===== src/rfa_cfg.svh =====
`ifndef RFA_CFG_SVH
`define RFA_CFG_SVH

`define RFA_DATA_W 32
`define RFA_RW_LSB 0
`define RFA_RW_MSB 3
`define RFA_RWH_LSB 4
`define RFA_RWH_MSB 7
`define RFA_RO_LSB 8
`define RFA_RO_MSB 11
`define RFA_WO_LSB 12
`define RFA_WO_MSB 15
`define RFA_STAT_LSB 16
`define RFA_STAT_MSB 19
`define RFA_STICKY_LSB 20
`define RFA_STICKY_MSB 21
`define RFA_FETCH_BIT 22
`define RFA_RSVD_LSB 23
`define RFA_RSVD_MSB 31

`define RFA_FIELD_W 4
`define RFA_STICKY_W 2
`define RFA_RSVD_W 9

`define RFA_RW_RST 4'h0
`define RFA_RWH_RST 4'h0
`define RFA_RO_DEFAULT 4'hA
`define RFA_WO_RST 4'h0
`define RFA_WO_READ 4'h0
`define RFA_STAT_RST 4'h0
`define RFA_STICKY_RST 2'h0
`define RFA_FETCH_RST 1'h0
`define RFA_FETCH_DATA_READ 1'h0
`define RFA_RSVD_READ 9'h000

`define RFA_SYNC_DEPTH 3

`endif


===== src/rfa_pkg.sv =====
`include "rfa_cfg.svh"

package rfa_pkg;

	typedef logic [`RFA_DATA_W-1:0] rfa_word_type;
	typedef logic [`RFA_FIELD_W-1:0] rfa_field_type;

	typedef struct packed {
		rfa_field_type rw;
		rfa_field_type rwh;
		rfa_field_type wo;
		rfa_field_type status;
		logic [`RFA_STICKY_W-1:0] sticky;
		logic fetch_bit;
		rfa_word_type rdata;
		logic rvalid;
	} rfa_regs_state_type;

	typedef struct packed {
		logic [`RFA_SYNC_DEPTH-1:0] rel;
		logic [`RFA_SYNC_DEPTH-1:0] req_a;
		logic [`RFA_SYNC_DEPTH-1:0] req_b;
		logic req_a_stable;
		logic req_b_stable;
		logic clocked_reset;
	} rfa_sync_state_type;

endpackage : rfa_pkg


===== src/rfa_reset_ctrl.sv =====
`timescale 1ns/1ps
`default_nettype none
`include "rfa_cfg.svh"

module rfa_reset_ctrl (
	input wire logic REF_CLK,
	input wire logic RST_B,
	input wire logic EXTERNAL_REQUEST_INPUT_A,
	input wire logic EXTERNAL_REQUEST_INPUT_B,
	input wire logic WATCHDOG_TRIGGER,
	input wire logic PARITY_TRIGGER,
	input wire logic SW_RESET_TRIGGER,
	output logic sync_rst_b,
	output logic clocked_reset
);
	import rfa_pkg::*;

	rfa_sync_state_type st_reg;
	rfa_sync_state_type st_next;

	////////////////////////////////////////////////////////////////////////////

	always_comb begin
		st_next = st_reg;
		// The release ripples through the chain, so leaving reset waits for the clock.
		st_next.rel = {st_reg.rel[`RFA_SYNC_DEPTH-2:0], 1'h1};
		st_next.req_a = {st_reg.req_a[`RFA_SYNC_DEPTH-2:0], EXTERNAL_REQUEST_INPUT_A};
		st_next.req_b = {st_reg.req_b[`RFA_SYNC_DEPTH-2:0], EXTERNAL_REQUEST_INPUT_B};
		if (st_reg.req_a[`RFA_SYNC_DEPTH-2] == st_reg.req_a[`RFA_SYNC_DEPTH-1]) begin
			st_next.req_a_stable = st_reg.req_a[`RFA_SYNC_DEPTH-1];
		end
		if (st_reg.req_b[`RFA_SYNC_DEPTH-2] == st_reg.req_b[`RFA_SYNC_DEPTH-1]) begin
			st_next.req_b_stable = st_reg.req_b[`RFA_SYNC_DEPTH-1];
		end
		// These sources only act on a clock edge, unlike the power-on pin.
		st_next.clocked_reset = st_reg.req_a_stable | st_reg.req_b_stable | WATCHDOG_TRIGGER
			| PARITY_TRIGGER | SW_RESET_TRIGGER;
	end

	always_ff @(posedge REF_CLK or negedge RST_B) begin
		if (!RST_B) begin
			st_reg <= '0;
		end else begin
			st_reg <= st_next;
		end
	end

	assign sync_rst_b = st_reg.rel[`RFA_SYNC_DEPTH-1];
	assign clocked_reset = st_reg.clocked_reset;

	////////////////////////////////////////////////////////////////////////////

	property p_release_delay;
		@(posedge REF_CLK) disable iff (!RST_B)
		$rose(sync_rst_b) |-> $past(RST_B, 2) && !$past(sync_rst_b, 1);
	endproperty
	a_release_delay: assert property (p_release_delay) else $error("Reset released early.");

	property p_trigger_reset;
		@(posedge REF_CLK) disable iff (!RST_B)
		(WATCHDOG_TRIGGER || PARITY_TRIGGER || SW_RESET_TRIGGER) |=> clocked_reset;
	endproperty
	a_trigger_reset: assert property (p_trigger_reset) else $error("Clocked reset missing.");

endmodule : rfa_reset_ctrl

`default_nettype wire


===== src/rfa_regs.sv =====
// Behaviour
// - Reserved field bits always read as zero, whatever was written.
// - Read/write field holds and returns the last software write.
// - Hardware-updatable field acts as read/write, and hardware may also load it.
// - Read-only field returns its value; software writes leave it unchanged.
// - Write-only field takes writes but reads back a fixed default.
// - Status field changes only by hardware; software writes are ignored.
// - Sticky bits, once moved off reset value by software, return only by reset, except the upper bit, which a hardware load may also set or clear.
// - Fetch-readable bit shows its value only to instruction fetches.
// - Power-on reset asserts asynchronously; its release is synchronised to the clock.
// - Request, watchdog, parity and software resets need the clock to assert.
`timescale 1ns/1ps
`default_nettype none
`include "rfa_cfg.svh"

module rfa_regs #(
	parameter logic [`RFA_FIELD_W-1:0] RO_VALUE = `RFA_RO_DEFAULT
) (
	input wire logic REF_CLK,
	input wire logic RST_B,
	input wire logic EXTERNAL_REQUEST_INPUT_A,
	input wire logic EXTERNAL_REQUEST_INPUT_B,
	input wire logic WATCHDOG_TRIGGER,
	input wire logic PARITY_TRIGGER,
	input wire logic SW_RESET_TRIGGER,
	input wire logic SW_WR,
	input wire rfa_pkg::rfa_word_type SW_WDATA,
	input wire logic SW_RD,
	input wire logic SW_FETCH,
	output rfa_pkg::rfa_word_type SW_RDATA,
	output logic SW_RVALID,
	input wire logic HW_RWH_LOAD,
	input wire rfa_pkg::rfa_field_type HW_RWH_VALUE,
	input wire logic HW_STATUS_LOAD,
	input wire rfa_pkg::rfa_field_type HW_STATUS_VALUE,
	input wire logic HW_STICKY_LOAD,
	input wire logic HW_STICKY_VALUE,
	output rfa_pkg::rfa_field_type RW_FIELD,
	output rfa_pkg::rfa_field_type RWH_FIELD,
	output rfa_pkg::rfa_field_type WO_FIELD,
	output rfa_pkg::rfa_field_type HARDWARE_STATUS_FIELD,
	output logic [`RFA_STICKY_W-1:0] STICKY_BITS,
	output logic FETCH_BIT,
	output logic INT_RST_B,
	output logic CLOCKED_RESET
);
	import rfa_pkg::*;

	localparam rfa_regs_state_type RESET_STATE = '{
		rw: `RFA_RW_RST,
		rwh: `RFA_RWH_RST,
		wo: `RFA_WO_RST,
		status: `RFA_STAT_RST,
		sticky: `RFA_STICKY_RST,
		fetch_bit: `RFA_FETCH_RST,
		rdata: '0,
		rvalid: 1'h0
	};
	localparam logic [`RFA_STICKY_W-1:0] STICKY_RST = `RFA_STICKY_RST;

	rfa_regs_state_type st_reg;
	rfa_regs_state_type st_next;
	logic sync_rst_b;
	logic clocked_reset;

	////////////////////////////////////////////////////////////////////////////

	rfa_reset_ctrl u_reset_ctrl (
		.REF_CLK(REF_CLK),
		.RST_B(RST_B),
		.EXTERNAL_REQUEST_INPUT_A(EXTERNAL_REQUEST_INPUT_A),
		.EXTERNAL_REQUEST_INPUT_B(EXTERNAL_REQUEST_INPUT_B),
		.WATCHDOG_TRIGGER(WATCHDOG_TRIGGER),
		.PARITY_TRIGGER(PARITY_TRIGGER),
		.SW_RESET_TRIGGER(SW_RESET_TRIGGER),
		.sync_rst_b(sync_rst_b),
		.clocked_reset(clocked_reset)
	);

	////////////////////////////////////////////////////////////////////////////

	function automatic rfa_word_type read_word(input rfa_regs_state_type s, input logic fetch);
		rfa_word_type w;
		w = '0;
		w[`RFA_RW_MSB:`RFA_RW_LSB] = s.rw;
		w[`RFA_RWH_MSB:`RFA_RWH_LSB] = s.rwh;
		w[`RFA_RO_MSB:`RFA_RO_LSB] = RO_VALUE;
		w[`RFA_WO_MSB:`RFA_WO_LSB] = `RFA_WO_READ;
		w[`RFA_STAT_MSB:`RFA_STAT_LSB] = s.status;
		w[`RFA_STICKY_MSB:`RFA_STICKY_LSB] = s.sticky;
		w[`RFA_FETCH_BIT] = fetch ? s.fetch_bit : `RFA_FETCH_DATA_READ;
		w[`RFA_RSVD_MSB:`RFA_RSVD_LSB] = `RFA_RSVD_READ;
		return w;
	endfunction : read_word

	always_comb begin
		st_next = st_reg;
		st_next.rvalid = SW_RD;
		if (SW_RD) begin
			st_next.rdata = read_word(st_reg, SW_FETCH);
		end
		// Reserved bits of the write data are simply dropped, so a careless write costs nothing.
		if (SW_WR) begin
			st_next.rw = SW_WDATA[`RFA_RW_MSB:`RFA_RW_LSB];
			st_next.rwh = SW_WDATA[`RFA_RWH_MSB:`RFA_RWH_LSB];
			st_next.wo = SW_WDATA[`RFA_WO_MSB:`RFA_WO_LSB];
			st_next.fetch_bit = SW_WDATA[`RFA_FETCH_BIT];
			for (int i = 0; i < `RFA_STICKY_W; i++) begin
				if (st_reg.sticky[i] == STICKY_RST[i]) begin
					st_next.sticky[i] = SW_WDATA[`RFA_STICKY_LSB + i];
				end
			end
		end
		// Hardware loads come after the software write so that they take precedence.
		if (HW_RWH_LOAD) begin
			st_next.rwh = HW_RWH_VALUE;
		end
		if (HW_STICKY_LOAD) begin
			st_next.sticky[1] = HW_STICKY_VALUE;
		end
		if (HW_STATUS_LOAD) begin
			st_next.status = HW_STATUS_VALUE;
		end
		if (clocked_reset) begin
			st_next = RESET_STATE;
		end
	end

	always_ff @(posedge REF_CLK or negedge sync_rst_b) begin
		if (!sync_rst_b) begin
			st_reg <= RESET_STATE;
		end else begin
			st_reg <= st_next;
		end
	end

	assign SW_RDATA = st_reg.rdata;
	assign SW_RVALID = st_reg.rvalid;
	assign RW_FIELD = st_reg.rw;
	assign RWH_FIELD = st_reg.rwh;
	assign WO_FIELD = st_reg.wo;
	assign HARDWARE_STATUS_FIELD = st_reg.status;
	assign STICKY_BITS = st_reg.sticky;
	assign FETCH_BIT = st_reg.fetch_bit;
	assign INT_RST_B = sync_rst_b;
	assign CLOCKED_RESET = clocked_reset;

	////////////////////////////////////////////////////////////////////////////

	property p_reserved_zero;
		@(posedge REF_CLK) disable iff (!sync_rst_b)
		SW_RVALID |-> SW_RDATA[`RFA_RSVD_MSB:`RFA_RSVD_LSB] == '0;
	endproperty
	a_reserved_zero: assert property (p_reserved_zero) else $error("Reserved bits nonzero.");

	property p_rw_hold;
		@(posedge REF_CLK) disable iff (!sync_rst_b)
		(SW_WR && !clocked_reset) ##1 (!SW_WR && !clocked_reset)
			|=> RW_FIELD == $past(SW_WDATA[`RFA_RW_MSB:`RFA_RW_LSB], 2);
	endproperty
	a_rw_hold: assert property (p_rw_hold) else $error("Read/write field lost value.");

	property p_rwh_sw;
		@(posedge REF_CLK) disable iff (!sync_rst_b)
		(SW_WR && !HW_RWH_LOAD && !clocked_reset)
			|=> RWH_FIELD == $past(SW_WDATA[`RFA_RWH_MSB:`RFA_RWH_LSB]);
	endproperty
	a_rwh_sw: assert property (p_rwh_sw) else $error("Updatable field ignored write.");

	property p_rwh_prio;
		@(posedge REF_CLK) disable iff (!sync_rst_b)
		(HW_RWH_LOAD && !clocked_reset) |=> RWH_FIELD == $past(HW_RWH_VALUE);
	endproperty
	a_rwh_prio: assert property (p_rwh_prio) else $error("Hardware load lost.");

	property p_ro_read;
		@(posedge REF_CLK) disable iff (!sync_rst_b)
		(SW_RD && !clocked_reset) |=> SW_RVALID && SW_RDATA[`RFA_RO_MSB:`RFA_RO_LSB] == RO_VALUE;
	endproperty
	a_ro_read: assert property (p_ro_read) else $error("Read-only field wrong.");

	property p_wo_read;
		@(posedge REF_CLK) disable iff (!sync_rst_b)
		SW_RD |=> SW_RDATA[`RFA_WO_MSB:`RFA_WO_LSB] == `RFA_WO_READ;
	endproperty
	a_wo_read: assert property (p_wo_read) else $error("Write-only field read back.");

	property p_status_sw;
		@(posedge REF_CLK) disable iff (!sync_rst_b)
		(!HW_STATUS_LOAD && !clocked_reset) |=> $stable(HARDWARE_STATUS_FIELD);
	endproperty
	a_status_sw: assert property (p_status_sw) else $error("Status changed by software.");

	property p_sticky_hold;
		@(posedge REF_CLK) disable iff (!sync_rst_b)
		(STICKY_BITS[0] != STICKY_RST[0] && !clocked_reset) |=> STICKY_BITS[0] == $past(STICKY_BITS[0]);
	endproperty
	a_sticky_hold: assert property (p_sticky_hold) else $error("Sticky bit returned.");

	property p_fetch_read;
		@(posedge REF_CLK) disable iff (!sync_rst_b)
		(SW_RD && !clocked_reset) |=> SW_RDATA[`RFA_FETCH_BIT] ==
			($past(SW_FETCH) ? $past(FETCH_BIT) : `RFA_FETCH_DATA_READ);
	endproperty
	a_fetch_read: assert property (p_fetch_read) else $error("Fetch bit read wrong.");

	// A clocked reset in the same cycle clears everything, so those cycles are left out below.
	property p_rw_sw;
		@(posedge REF_CLK) disable iff (!sync_rst_b)
		(SW_WR && !clocked_reset) |=> RW_FIELD == $past(SW_WDATA[`RFA_RW_MSB:`RFA_RW_LSB]);
	endproperty
	a_rw_sw: assert property (p_rw_sw) else $error("Read/write field missed write.");

	property p_rw_stable;
		@(posedge REF_CLK) disable iff (!sync_rst_b)
		(!SW_WR && !clocked_reset) |=> $stable(RW_FIELD);
	endproperty
	a_rw_stable: assert property (p_rw_stable) else $error("Read/write field drifted.");

	property p_rwh_stable;
		@(posedge REF_CLK) disable iff (!sync_rst_b)
		(!SW_WR && !HW_RWH_LOAD && !clocked_reset) |=> $stable(RWH_FIELD);
	endproperty
	a_rwh_stable: assert property (p_rwh_stable) else $error("Updatable field drifted.");

	property p_wo_store;
		@(posedge REF_CLK) disable iff (!sync_rst_b)
		(SW_WR && !clocked_reset) |=> WO_FIELD == $past(SW_WDATA[`RFA_WO_MSB:`RFA_WO_LSB]);
	endproperty
	a_wo_store: assert property (p_wo_store) else $error("Write-only field missed write.");

	property p_status_load;
		@(posedge REF_CLK) disable iff (!sync_rst_b)
		(HW_STATUS_LOAD && !clocked_reset) |=> HARDWARE_STATUS_FIELD == $past(HW_STATUS_VALUE);
	endproperty
	a_status_load: assert property (p_status_load) else $error("Status load lost.");

	property p_sticky_take;
		@(posedge REF_CLK) disable iff (!sync_rst_b)
		(SW_WR && STICKY_BITS[0] == STICKY_RST[0] && !clocked_reset)
			|=> STICKY_BITS[0] == $past(SW_WDATA[`RFA_STICKY_LSB]);
	endproperty
	a_sticky_take: assert property (p_sticky_take) else $error("Sticky bit missed write.");

	// Only hardware may move the upper sticky bit once software has moved it.
	property p_sticky_lock;
		@(posedge REF_CLK) disable iff (!sync_rst_b)
		(STICKY_BITS[1] != STICKY_RST[1] && !HW_STICKY_LOAD && !clocked_reset)
			|=> $stable(STICKY_BITS[1]);
	endproperty
	a_sticky_lock: assert property (p_sticky_lock) else $error("Upper sticky bit returned.");

	property p_sticky_hw;
		@(posedge REF_CLK) disable iff (!sync_rst_b)
		(HW_STICKY_LOAD && !clocked_reset) |=> STICKY_BITS[1] == $past(HW_STICKY_VALUE);
	endproperty
	a_sticky_hw: assert property (p_sticky_hw) else $error("Sticky load lost.");

	property p_fetch_store;
		@(posedge REF_CLK) disable iff (!sync_rst_b)
		(SW_WR && !clocked_reset) |=> FETCH_BIT == $past(SW_WDATA[`RFA_FETCH_BIT]);
	endproperty
	a_fetch_store: assert property (p_fetch_store) else $error("Fetch bit missed write.");

	property p_rd_rw;
		@(posedge REF_CLK) disable iff (!sync_rst_b)
		(SW_RD && !clocked_reset) |=> SW_RDATA[`RFA_RW_MSB:`RFA_RW_LSB] == $past(RW_FIELD);
	endproperty
	a_rd_rw: assert property (p_rd_rw) else $error("Read/write field read wrong.");

	property p_rd_rwh;
		@(posedge REF_CLK) disable iff (!sync_rst_b)
		(SW_RD && !clocked_reset) |=> SW_RDATA[`RFA_RWH_MSB:`RFA_RWH_LSB] == $past(RWH_FIELD);
	endproperty
	a_rd_rwh: assert property (p_rd_rwh) else $error("Updatable field read wrong.");

	property p_rd_status;
		@(posedge REF_CLK) disable iff (!sync_rst_b)
		(SW_RD && !clocked_reset)
			|=> SW_RDATA[`RFA_STAT_MSB:`RFA_STAT_LSB] == $past(HARDWARE_STATUS_FIELD);
	endproperty
	a_rd_status: assert property (p_rd_status) else $error("Status field read wrong.");

	property p_rd_sticky;
		@(posedge REF_CLK) disable iff (!sync_rst_b)
		(SW_RD && !clocked_reset)
			|=> SW_RDATA[`RFA_STICKY_MSB:`RFA_STICKY_LSB] == $past(STICKY_BITS);
	endproperty
	a_rd_sticky: assert property (p_rd_sticky) else $error("Sticky bits read wrong.");

	property p_clocked_clear;
		@(posedge REF_CLK) disable iff (!sync_rst_b)
		clocked_reset |=> RW_FIELD == `RFA_RW_RST && RWH_FIELD == `RFA_RWH_RST
			&& HARDWARE_STATUS_FIELD == `RFA_STAT_RST && STICKY_BITS == STICKY_RST && !SW_RVALID;
	endproperty
	a_clocked_clear: assert property (p_clocked_clear) else $error("Clocked reset missed.");

	// No disable here, since the reset itself is what this one watches.
	property p_async_clear;
		@(posedge REF_CLK)
		!INT_RST_B |-> RW_FIELD == `RFA_RW_RST && WO_FIELD == `RFA_WO_RST
			&& STICKY_BITS == STICKY_RST && FETCH_BIT == `RFA_FETCH_RST && !SW_RVALID;
	endproperty
	a_async_clear: assert property (p_async_clear) else $error("State not held in reset.");

endmodule : rfa_regs

`default_nettype wire


===== config.mk =====
export PLATFORM = sky130hd
export DESIGN_NAME = rfa_regs
export DESIGN_NICKNAME = d
export VERILOG_FILES = /design/src/rfa_pkg.sv /design/src/rfa_reset_ctrl.sv /design/src/rfa_regs.sv
export VERILOG_INCLUDE_DIRS = /design/src
export SDC_FILE = /design/constraint.sdc
export NUM_CORES = 1
export LEC_CHECK = 0
export CAP_MARGIN = 10
export CELL_PAD_IN_SITES_DETAIL_PLACEMENT = 0
export CELL_PAD_IN_SITES_GLOBAL_PLACEMENT = 1
export CORE_MARGIN = 2
export CORE_UTILIZATION = 46
export CTS_CLUSTER_SIZE = 10
export DETAILED_ROUTE_END_ITERATION = 10
export DONT_BUFFER_PORTS = 1
export GPL_TIMING_DRIVEN = 0
export HOLD_SLACK_MARGIN = 0.05
export PLACE_DENSITY_LB_ADDON = 0.1
export REMOVE_ABC_BUFFERS = 1
export SLEW_MARGIN = 20
export SYNTH_ARGS = -nofsm -noshare
export SYNTH_HDL_FRONTEND = slang
export SYNTH_HIERARCHICAL = 1
export SYNTH_SLANG_ARGS = --single-unit
export TNS_END_PERCENT = 10

===== constraint.sdc =====
create_clock -name REF_CLK -period 1.6 [get_ports REF_CLK]
set_input_delay 0.08 -clock REF_CLK [delete_from_list [all_inputs] [get_ports REF_CLK]]
set_output_delay 0.08 -clock REF_CLK [all_outputs]
set_load 0.005 [all_outputs]

==> impl_metrics.yaml <==
route:
  wire_per_inst_um: 15.6
  drt_wl_total_mm: 4.08
  ant_nets: 0
  avgViaCountPerCell: 4.97
  drt-pass1-iter-count: 4
  vias: 1301
  drc: 0
  drt_iter0_drc: 30
synthesis:
  synth.area.top_cells: "dfrtp_1, mux2i_1, buf_4"
  ys_ff_latch: 48
  yosys_warnings: 6
  synthCells: 158
  synth.distinct_cells: 20
  synth_area_per_cell_sq_um: 12.6
  syn_area_sq_mm: 0.00198
  yosysSeqAreaShare: 0.606
  synth_top_area_cell: "dfrtp_1"
  synth_top_area_frac: 0.606
worst_setup_path:
  crit_arrival_ns: 1.62
  cp_max_fo: 3
  crit_type: "register to register"
  endpoint_kind: "register"
  start_kind: "register"
  worstPathRequired_ns: 1.79
run_status:
  status: "complete, no violations"
clocking:
  cts_setup_buffers: 0
  ctsLongestPathBuffers: 2
  insertion_delay_ns: 0.29
  numCtsBuffers: 5
  clkSinkCount: 48
  cts_tree: "done"
  path_clk_slew_ns: 0.08
  cts-root-buf: "clkbuf_8"
  htree_levels: 2
placement:
  pre_cts_slack_ns: 0.510
  io_buffer_count: 0
  post-dp-hpwl_mm: 2.33
  gp_congestion: 0.698
  placed_cell_area_sq_mm: 0.00192
job:
  drv_cap: 0
finish:
  drive_gt1_frac: 0.0708
  post-route-cell-area_sq_mm: 0.00257
  diodes: 0
  post-route-util: 0.630
  largest_register_ffs: 16
  syn_to_final_growth_pct: 29.8
  final_common_cell: "dlygate4sd3_1"
  nets: 265
  layout_common_cells: "dlygate4sd3_1, dfrtp_1, mux2i_1, nor2_1, conb_1"
die:
  coreArea_sq_mm: 0.00409
  boundaryPins: 108
  rows: 23
  die-width_um: 69.7
  chipHeight_um: 69.7
  initial_core_util: 0.485
  die_area_sq_mm: 0.00485
global_routing:
  grt_use_total: 0.181
  antenna_found_initial: 0
  grt_start_max_net_pins: 38
  grt_pass1_vias: 1401
  grt_overflow_total: 0
  grt_pass1_wl_mm: 6.78
timing:
  finalHoldViolCount: 0
  maxSlewViolCount: 0
  tightest_slew_ns: 1.04
  finalCritPeriodShare: 0.898
  fin_crit_ns: 1.44
  fin_skew_ns: 0.00255
  slew_headroom: 0.306
  finalSetupTns_ns: 0
  finalSetupViolCount: 0
  rsz0062_at_grt: "false"
  fmax_ghz: 0.696
  holdWs_ns: 0.0619
  setup_ws_ns: 0.163
power_and_ir_drop:
  ir_worst_vdd_mv: 0.511
  leakage_uw: 0.00120
  powerDensity_mw_per_mm2: 849
min_path:
  hold_path_class: "input port to register"
[power breakdown]
group          leakage (uW)  internal, uW  switching, uW
combinational      0.000514           137           74.5
sequential         0.000638          1230           24.6
clock             0.0000510           345            370
[path summary, 6_finish.rpt]
path | start | endpoint | slack [ns] | depth (start not counted)
setup / recovery | RWH_FIELD[3]$_DFFE_PN0P_ | RWH_FIELD[3]$_DFFE_PN0P_ | 0.16 | 3
max in group asynchronous | u_reset_ctrl/sync_rst_b$_DFF_PN0_ | SW_RDATA[7]$_DFFE_PN0P_ | 1.03 | 1
setup reg to reg | RWH_FIELD[3]$_DFFE_PN0P_ | RWH_FIELD[3]$_DFFE_PN0P_ | 0.16 | 3
hold / removal | SW_WR | RWH_FIELD[2]$_DFFE_PN0P_ | 0.06 | 2
min in group asynchronous | u_reset_ctrl/sync_rst_b$_DFF_PN0_ | WO_FIELD[2]$_DFFE_PN0P_ | 0.15 | 0
hold reg to reg | u_reset_ctrl/sync_rst_b$_DFF_PN0_ | WO_FIELD[2]$_DFFE_PN0P_ | 0.15 | 0
[synth_stat cells]
master     n
a211oi_1   5
a21oi_1    1
a21oi_2    1
buf_12     1
buf_2      4
buf_4     16
buf_6      2
buf_8      1
clkbuf_2   1
conb_1     2
dfrtp_1   48
inv_1      1
maj3_2     2
mux2i_1   31
nand2_1    1
nand2b_1   1
nand3_2    1
nor2_1    31
nor2b_1    6
nor3_1     2
[routing by layer]
layer / vias to the layer above / share of wire / global-route usage / wire [um]
li1: 591 / - / - / -
met1: 642 / 0.38 / 0.201 / 1530
met2: 66 / 0.54 / 0.322 / 2190
met3: 2 / 0.081 / 0.0683 / 332
met4: 0 / 0.0056 / 0.0577 / 23
met5: - / 0 / 0 / 0
[cell type report]
type	instances	area, sq um
clock inverter	2	10.0
timing repair buffer	57	583
fill	319	1510
tap	50	62.6
multi-input combinational	98	628
inverter	1	3.75
sequential	48	1200
clock buffer	6	82.6
[what timing repair did]
item,4_1_cts,5_1_grt
setup endpoints to repair,0,1
hold endpoints to repair,51,0
resized for setup,0,1
hold buffers,56,0
[critical path, stage by stage, from the launching register on]
cell	delay, ns
dfrtp_1	0.41
mux2i_1	0.09
dlygate4sd3_1	0.56
a211oi_1	0.28
[stage by stage]
step,instances,power [uW]
final,262,2190
after global routing,262,2300
after CTS,262,2210
after detailed placement,198,1360
after global placement,197,1350
after floorplan,147,1340
[kinds of logic (layout without fill, tap and decap cells)]
logic type	after synthesis	after routing	synth area share
AOI/OAI and AO/OA	7	7	0.0259
adders and majority gates	2	2	0.0114
buffers and inverters	26	66	0.104
DFF	48	48	0.606
muxes	31	31	0.156
other	2	16	0.00379
and+or+nand+nor	42	42	0.0927
Note: power is estimated with default switching activity, not from simulation.
